### src/hdl/iocs_cfg.svh
// constants for the internal oscillator clock switch
`ifndef IOCS_CFG_SVH
`define IOCS_CFG_SVH

// ----------------------------------------------------------------------
// register map
// ----------------------------------------------------------------------
`define IOCS_OSC_CONTROL_ADDR 8'h00
`define IOCS_OSC_STATUS_ADDR 8'h04
`define IOCS_IRCF_MSB 6
`define IOCS_IRCF_LSB 3
`define IOCS_SCS_MSB 1
`define IOCS_SCS_LSB 0
`define IOCS_SCS_INT_BIT 1
`define IOCS_STAT_HF_READY_BIT 4
`define IOCS_STAT_LF_READY_BIT 1
`define IOCS_STAT_HF_STABLE_BIT 0
`define IOCS_IRCF_RESET 4'h7
`define IOCS_SCS_RESET 2'h0
`define IOCS_SCS_SECONDARY 2'h1

// ----------------------------------------------------------------------
// frequency select decode
// ----------------------------------------------------------------------
`define IOCS_IRCF_HF_LOW 4'h8
`define IOCS_IRCF_MID_LOW 4'h4
`define IOCS_IRCF_LF_TOP 4'h2
`define IOCS_TAP_HF_BASE 4'hf
`define IOCS_TAP_MID_BASE 4'hc
`define IOCS_TAP_SLOW 4'h9

// ----------------------------------------------------------------------
// pin indices in the sampled oscillator vector
// ----------------------------------------------------------------------
`define IOCS_PIN_CFG 0
`define IOCS_PIN_SEC 1
`define IOCS_PIN_HF 2
`define IOCS_PIN_LF 3
`define IOCS_PIN_TOL 4

// ----------------------------------------------------------------------
// timing
// ----------------------------------------------------------------------
`define IOCS_MCLK_MHZ 50
`define IOCS_HF_STARTUP_NS 2000
`define IOCS_HF_STARTUP_CYC ((`IOCS_HF_STARTUP_NS * `IOCS_MCLK_MHZ + 999) / 1000)
`define IOCS_LF_STARTUP_EDGES 7'h01
`define IOCS_EXT_STARTUP_EDGES 7'h02

`endif

### src/hdl/iocs_pkg.sv
// types for the internal oscillator clock switch
`default_nettype none

package iocs_pkg;

	// ------------------------------------------------------------------
	// clock sources and switch sequence
	// ------------------------------------------------------------------
	typedef enum logic [1:0] {
		SRC_CFG,
		SRC_SEC,
		SRC_HF,
		SRC_LF
	} iocs_src_e;

	typedef enum logic [2:0] {
		ST_IDLE,
		ST_STARTUP,
		ST_WAIT_FALL,
		ST_WAIT_RISE,
		ST_UPDATE
	} iocs_fsm_e;

	// ------------------------------------------------------------------
	// whole state of the block
	// ------------------------------------------------------------------
	typedef struct packed {
		iocs_fsm_e fsm;
		logic [4:0] sync1;
		logic [4:0] sync2;
		logic [4:0] sync3;
		logic [4:0] filt;
		logic [4:0] prev;
		logic [8:0] div;
		logic [3:0] ircf;
		logic [1:0] scs;
		iocs_src_e act_src;
		logic [3:0] act_tap;
		iocs_src_e tgt_src;
		logic [3:0] tgt_tap;
		logic act_prev;
		logic tgt_prev;
		logic [6:0] cnt;
		logic hf_on;
		logic lf_on;
		logic hf_flag;
		logic lf_flag;
		logic sysclk;
		logic [7:0] rdata;
	} iocs_state_s;

endpackage : iocs_pkg

`default_nettype wire

### src/hdl/iocs_top.sv
// internal oscillator clock switch: source select, glitch-free change-over, status
// Behaviour
// - powered-down target runs start-up delay first
// - after start-up, wait for old clock falling
// - hold clock low until new clock rises
// - update status flags, then switch completes
// - same-oscillator frequency change skips start-up
// - source field 00 uses configuration clock
// - source field 01 selects secondary oscillator
// - source field 1x uses internal block
// - reset clears source field to zero
// - delays: LF one edge, HF 2us, external two
// - frequency field bits 6..3 map divider taps
// - codes 1010..1000 are HF-derived duplicates
// - frequency field resets to 0111
// - status bit 4 shows HF oscillator ready
// - status bit 1 shows LF oscillator ready
// - status bit 0 shows HF stable driving
// - unimplemented bits read as zero
// - stable flag only within tolerance indication
//
// Chosen here: the register offsets and the strobed register port.
`default_nettype none
`include "iocs_cfg.svh"

module iocs_top (
	input wire logic i_mclk,
	input wire logic i_reset_n,
	input wire logic [7:0] i_addr,
	input wire logic [7:0] i_wdata,
	input wire logic i_wr,
	input wire logic i_rd,
	output logic [7:0] o_rdata,
	input wire logic i_cfg_clk,
	input wire logic i_sec_clk,
	input wire logic i_hf_clk,
	input wire logic i_lf_clk,
	input wire logic i_hf_in_tol,
	output logic o_hf_osc_en,
	output logic o_lf_osc_en,
	output logic o_sysclk,
	output logic o_switch_busy,
	output iocs_pkg::iocs_src_e o_active_src
);
	import iocs_pkg::*;

	// ------------------------------------------------------------------
	// decode helpers
	// ------------------------------------------------------------------
	function automatic iocs_src_e src_of(input logic [1:0] scs, input logic [3:0] ircf);
		iocs_src_e s;
		s = SRC_CFG;
		if (scs[`IOCS_SCS_INT_BIT]) begin
			if (ircf < `IOCS_IRCF_LF_TOP) begin
				s = SRC_LF;
			end else begin
				s = SRC_HF;
			end
		end else if (scs == `IOCS_SCS_SECONDARY) begin
			s = SRC_SEC;
		end
		return s;
	endfunction : src_of

	function automatic logic [3:0] tap_of(input logic [3:0] ircf);
		logic [3:0] t;
		t = `IOCS_TAP_SLOW;
		if (ircf >= `IOCS_IRCF_HF_LOW) begin
			t = `IOCS_TAP_HF_BASE - ircf;
		end else if (ircf >= `IOCS_IRCF_MID_LOW) begin
			t = `IOCS_TAP_MID_BASE - ircf;
		end
		return t;
	endfunction : tap_of

	function automatic logic level_of(input iocs_src_e src, input logic [3:0] tap,
			input logic [4:0] filt, input logic [9:0] taps);
		logic l;
		l = 1'b0;
		case (src)
			SRC_CFG: l = filt[`IOCS_PIN_CFG];
			SRC_SEC: l = filt[`IOCS_PIN_SEC];
			SRC_LF: l = filt[`IOCS_PIN_LF];
			SRC_HF: l = taps[tap];
			default: l = 1'b0;
		endcase
		return l;
	endfunction : level_of

	// ------------------------------------------------------------------
	// state
	// ------------------------------------------------------------------
	iocs_state_s q;
	iocs_state_s d;
	logic [4:0] agree;
	logic [4:0] rise;
	logic [9:0] taps;
	logic act_lvl;
	logic tgt_lvl;
	logic tgt_rise;
	iocs_src_e want_src;
	logic [3:0] want_tap;

	always_comb begin
		d = q;
		// pins pass three flops; a change counts when second and third agree
		d.sync1 = {i_hf_in_tol, i_lf_clk, i_hf_clk, i_sec_clk, i_cfg_clk};
		d.sync2 = q.sync1;
		d.sync3 = q.sync2;
		agree = ~(q.sync2 ^ q.sync3);
		d.filt = (agree & q.sync3) | (~agree & q.filt);
		d.prev = q.filt;
		rise = q.filt & ~q.prev;

		// postscaler runs only while the HF oscillator is powered
		if (q.hf_on && rise[`IOCS_PIN_HF]) begin
			d.div = q.div + 9'h001;
		end
		taps = {q.div, q.filt[`IOCS_PIN_HF]};

		act_lvl = level_of(q.act_src, q.act_tap, q.filt, taps);
		tgt_lvl = level_of(q.tgt_src, q.tgt_tap, q.filt, taps);
		tgt_rise = tgt_lvl & ~q.tgt_prev;
		d.act_prev = act_lvl;

		want_src = src_of(q.scs, q.ircf);
		want_tap = (want_src == SRC_HF) ? tap_of(q.ircf) : 4'h0;

		// output follows the active source outside the change-over
		d.sysclk = act_lvl;

		// --------------------------------------------------------------
		// switch sequence
		// --------------------------------------------------------------
		case (q.fsm)
			ST_IDLE: begin
				if (want_src != q.act_src || want_tap != q.act_tap) begin
					d.tgt_src = want_src;
					d.tgt_tap = want_tap;
					d.cnt = 7'h00;
					if (want_src == SRC_HF && q.hf_on) begin
						d.fsm = ST_WAIT_FALL;
					end else if (want_src == SRC_LF && q.lf_on) begin
						d.fsm = ST_WAIT_FALL;
					end else begin
						d.fsm = ST_STARTUP;
						if (want_src == SRC_HF) begin
							d.hf_on = 1'b1;
						end
						if (want_src == SRC_LF) begin
							d.lf_on = 1'b1;
						end
					end
				end
			end
			ST_STARTUP: begin
				// old clock keeps driving the output meanwhile
				case (q.tgt_src)
					SRC_HF: begin
						d.cnt = q.cnt + 7'h01;
						if (q.cnt == 7'(`IOCS_HF_STARTUP_CYC - 1)) begin
							d.fsm = ST_WAIT_FALL;
						end
					end
					SRC_LF: begin
						if (tgt_rise) begin
							d.cnt = q.cnt + 7'h01;
							if (q.cnt + 7'h01 >= `IOCS_LF_STARTUP_EDGES) begin
								d.fsm = ST_WAIT_FALL;
							end
						end
					end
					default: begin
						if (tgt_rise) begin
							d.cnt = q.cnt + 7'h01;
							if (q.cnt + 7'h01 >= `IOCS_EXT_STARTUP_EDGES) begin
								d.fsm = ST_WAIT_FALL;
							end
						end
					end
				endcase
			end
			ST_WAIT_FALL: begin
				if (q.act_prev && !act_lvl) begin
					d.sysclk = 1'b0;
					d.fsm = ST_WAIT_RISE;
				end
			end
			ST_WAIT_RISE: begin
				// parked low: no partial phase of either source escapes
				d.sysclk = 1'b0;
				if (tgt_rise) begin
					d.sysclk = 1'b1;
					d.act_src = q.tgt_src;
					d.act_tap = q.tgt_tap;
					d.fsm = ST_UPDATE;
				end
			end
			ST_UPDATE: begin
				// unused oscillators drop only after the new one is active
				d.hf_on = (q.act_src == SRC_HF);
				d.lf_on = (q.act_src == SRC_LF);
				d.hf_flag = (q.act_src == SRC_HF);
				d.lf_flag = (q.act_src == SRC_LF);
				d.fsm = ST_IDLE;
			end
			default: begin
				d.fsm = ST_IDLE;
			end
		endcase

		// target edge tracking follows the target latched this cycle
		d.tgt_prev = level_of(d.tgt_src, d.tgt_tap, q.filt, taps);

		// --------------------------------------------------------------
		// register port
		// --------------------------------------------------------------
		if (i_wr && i_addr == `IOCS_OSC_CONTROL_ADDR) begin
			d.ircf = i_wdata[`IOCS_IRCF_MSB:`IOCS_IRCF_LSB];
			d.scs = i_wdata[`IOCS_SCS_MSB:`IOCS_SCS_LSB];
		end
		d.rdata = 8'h00;
		if (i_rd) begin
			case (i_addr)
				`IOCS_OSC_CONTROL_ADDR: begin
					d.rdata[`IOCS_IRCF_MSB:`IOCS_IRCF_LSB] = q.ircf;
					d.rdata[`IOCS_SCS_MSB:`IOCS_SCS_LSB] = q.scs;
				end
				`IOCS_OSC_STATUS_ADDR: begin
					d.rdata[`IOCS_STAT_HF_READY_BIT] = q.hf_flag;
					d.rdata[`IOCS_STAT_LF_READY_BIT] = q.lf_flag;
					// tolerance pin alone is not enough: HF must also drive
					d.rdata[`IOCS_STAT_HF_STABLE_BIT] = q.hf_flag
						& q.filt[`IOCS_PIN_TOL];
				end
				default: begin
					d.rdata = 8'h00;
				end
			endcase
		end
	end

	always_ff @(posedge i_mclk or negedge i_reset_n) begin
		if (!i_reset_n) begin
			q <= '0;
			q.scs <= `IOCS_SCS_RESET;
			q.ircf <= `IOCS_IRCF_RESET;
		end else begin
			q <= d;
		end
	end

	// ------------------------------------------------------------------
	// outputs
	// ------------------------------------------------------------------
	assign o_rdata = q.rdata;
	assign o_sysclk = q.sysclk;
	assign o_hf_osc_en = q.hf_on;
	assign o_lf_osc_en = q.lf_on;
	assign o_switch_busy = (q.fsm != ST_IDLE);
	assign o_active_src = q.act_src;

endmodule : iocs_top

`default_nettype wire

### config.mk
export PLATFORM = sky130hd
export DESIGN_NAME = iocs_top
export DESIGN_NICKNAME = d
export VERILOG_FILES = /design/src/hdl/iocs_pkg.sv /design/src/hdl/iocs_top.sv
export VERILOG_INCLUDE_DIRS = /design/src /design/src/hdl
export SDC_FILE = /design/constraint.sdc
export NUM_CORES = 1
export LEC_CHECK = 0
export ABC_AREA = 1
export BUFFER_PORTS_ARGS = -buffer_cell sky130_fd_sc_hd__buf_4
export CAP_MARGIN = 20
export CORE_UTILIZATION = 30
export CTS_CLUSTER_DIAMETER = 150
export CTS_CLUSTER_SIZE = 16
export DETAILED_ROUTE_END_ITERATION = 12
export PLACE_DENSITY = 0.51
export SYNTH_ARGS = -nofsm -noshare
export SYNTH_HDL_FRONTEND = slang
export SYNTH_SLANG_ARGS = --single-unit
### constraint.sdc
create_clock -name i_mclk -period 4.4 [get_ports i_mclk]
set_input_delay 0.22 -clock i_mclk [delete_from_list [all_inputs] [get_ports i_mclk]]
set_output_delay 0.22 -clock i_mclk [all_outputs]
set_load 0.005 [all_outputs]
==> results_dict.tcl <==
set metrics [dict create \
    status "finished, final reports clean" \
    die_w_um 111 \
    cts.clk_slew.worst_paths_ns 0.06 \
    yosys_warnings 0 \
    skew_ns 0.00511 \
    final_cell_mix "nand2_1, dfrtp_1, inv_1, buf_4, nand3_1" \
    path_class "flop to flop" \
    drc_errors 0 \
    ioPinCount 39 \
    leakage_uw 0.00200 \
    ant_nets 0 \
    num_vias 2798 \
    cp_max_fo 7 \
    synth_ff_type "dfrtp_1" \
    arrival_ns 2.68 \
    postLayoutSetupSlackWorst_ns 1.95 \
    cap_violations 0 \
    clk_path_buf_depth 2 \
    area_growth_pct 20.3 \
    netlist_instances 411 \
    ctsHtreeMaxLevel 3 \
    synth_area_leaders "dfrtp_1, nand2_1, inv_1" \
    r2r-end "q[17]" \
    hp-class "input port to async pin" \
    critPathSlowestCell "dfstp_2" \
    setup_viol 0 \
    antenna_found_initial 0 \
    synthArstFlopShare_pct 100 \
    cts_setup_buffers 0 \
    fmax_mhz 408 \
    regToRegSetupSlack_ns 1.95 \
    worstPathBufferInverterCount 2 \
    dpl.hpwl_mm 5.64 \
    grt_max_degree 72 \
    ir_worst_vdd_mv 0.238 \
    rows 39 \
    synth_edf_count 0 \
    dr.pass1.iters 4 \
    min_period_ns 2.45 \
    worstMarginPinSlew_ns 0.911 \
    syn_area_um2 3550 \
    power_density_nw_per_um2 579 \
    place_ws_ns 2.01 \
    grt_pass1_wl_mm 13.8 \
    finalHoldViolCount 0 \
    post_route_cells_drive_above_1_share_pct 17.3 \
    coreArea_um2 11500 \
    synth_top_area_share_pct 47.9 \
    dieArea_um2 12300 \
    viasPerCell 4.67 \
    drv_slew 0 \
    cp_common_cell "nand2_1" \
    port_buffers 34 \
    synth.avg_cell_area_um2 8.64 \
    total_power_uw 2470 \
    die_h_um 111 \
    synth-seq-cells 71 \
    grt_use_total_pct 14.0 \
    insertion_delay_ns 0.33 \
    max_stage_delay_ns 0.51 \
    startpoint_type "flop" \
    rsz0062_at_grt "false" \
    final_nets 481 \
    instances_no_fill 599 \
    cts_made_buffers 9 \
    grt_pass1_vias 2757 \
    finalWeightedCongestion 0.870 \
    seq_area_frac_synth_pct 50.1 \
    utilization_pct 37.3 \
    grt_overflow 0 \
    routed_wirelength_mm 7.86 \
    end_kind "flop" \
    clock_sinks 71 \
    final_common_cell "nand2_1" \
    cts_tree "done" \
    yosysUniqueCellTypes 40 \
    path_cells "inv_1, ha_1, o21ai_0, nand2_1, nand2_1, nand2_1, nand2_2, nor2_4, nand3_1, nand2_1, nor2_1, inv_1, o31ai_1" \
    start_util_pct 31.0 \
    drt_iter0_markers 157 \
    period_share_pct 55.7 \
    setup_tns_ns 0 \
    drt-wirelength-per-cell_um 13.1 \
    reg2regPathDepth 13 \
    relSlewSlack_pct 39.3 \
    cts-resized-gates 0 \
    diodes 0 \
    required_ns 4.63 \
    synth.largest_area_cell "dfrtp_1" \
    cts_root_buffer "clkbuf_16" \
    regToRegStartpoint "q[36]" \
    crit_family "simple AND/OR/NAND/NOR gates" \
    numPlacedInstances 578 \
]
-- kinds of logic after synthesis --
logic type	Yosys count	share of synthesized area, %
fa+ha+maj	10	3.17
compound gates	63	10.5
simple gates	178	23.2
xor+xnor	14	3.45
flops	71	50.1
other cells	1	0.106
mux	2	0.634
buf+inv	72	8.74
-- sequential cells by signal, summed over array words and instances, names as in the netlist, named ones only --
signal and count:
o_lf_osc_en 1, d 10, o_rdata 6, o_hf_osc_en 1, o_active_src 2, o_sysclk 1
q 45
-- routing by layer --
layer,global-route usage [%],wire [um],up-vias
met3,3.34,303,13
li1,-,-,1415
met1,19.5,3950,1308
met4,5.78,159,0
met2,20.9,3450,62
met5,0,0,-
-- cell type report --
type                    count  area [um2]
flip-flops and latches     71        1780
inverters                  59         221
clock inverters             6        67.6
fillers                  1188        7200
clock buffers              10         239
well taps                 143         179
repair buffers             41         320
multi-input cells         269        1460
-- through the flow --
step,hold WS [ns],area [um2]
6_report,0.00664,4270
5_1_grt,0.0899,4270
4_1_cts,0.0541,4270
3_5_place_dp,0.331,3920
3_3_place_gp,0.329,3920
2_1_floorplan,-0.0756,3550
-- worst max-delay path by stage --
stage,start,cells after the start,endpoint
floorplan,q[36],18,q[20]
global placement,q[36],13,q[17]
detailed placement,q[36],16,q[20]
CTS,q[36],13,q[17]
global route,q[36],13,q[17]
finish,q[36],13,q[17]
-- where the power goes --
group	switching, uW	internal, uW
combinational	513	301
clock	291	456
sequential	135	778
total	939	1530
-- repair_timing --
item / CTS / global route
hold endpoints to repair: 5 / 0
hold buffers: 5 / 0
endpoints found under the setup margin: 0 / 0
-- synthesized netlist by cell type, types with 2 or more instances --
cell type	count
nand2_1	90
dfrtp_1	68
inv_1	57
nand3_1	26
nor2_1	22
o21ai_0	21
a21oi_1	16
xor2_1	12
buf_4	10
nand2_2	8
nand4_1	8
nor3_1	8
o211ai_1	6
ha_1	5
maj3_1	5
o21ai_1	4
dfstp_2	3
nand3b_1	3
nor2_2	3
nor2_4	3
o2111ai_1	3
o22ai_1	3
o31ai_1	3
a31oi_1	2
buf_2	2
inv_2	2
mux2_2	2
nand2_4	2
nor4_1	2
xnor2_1	2
(Power assumes the default switching activity.)
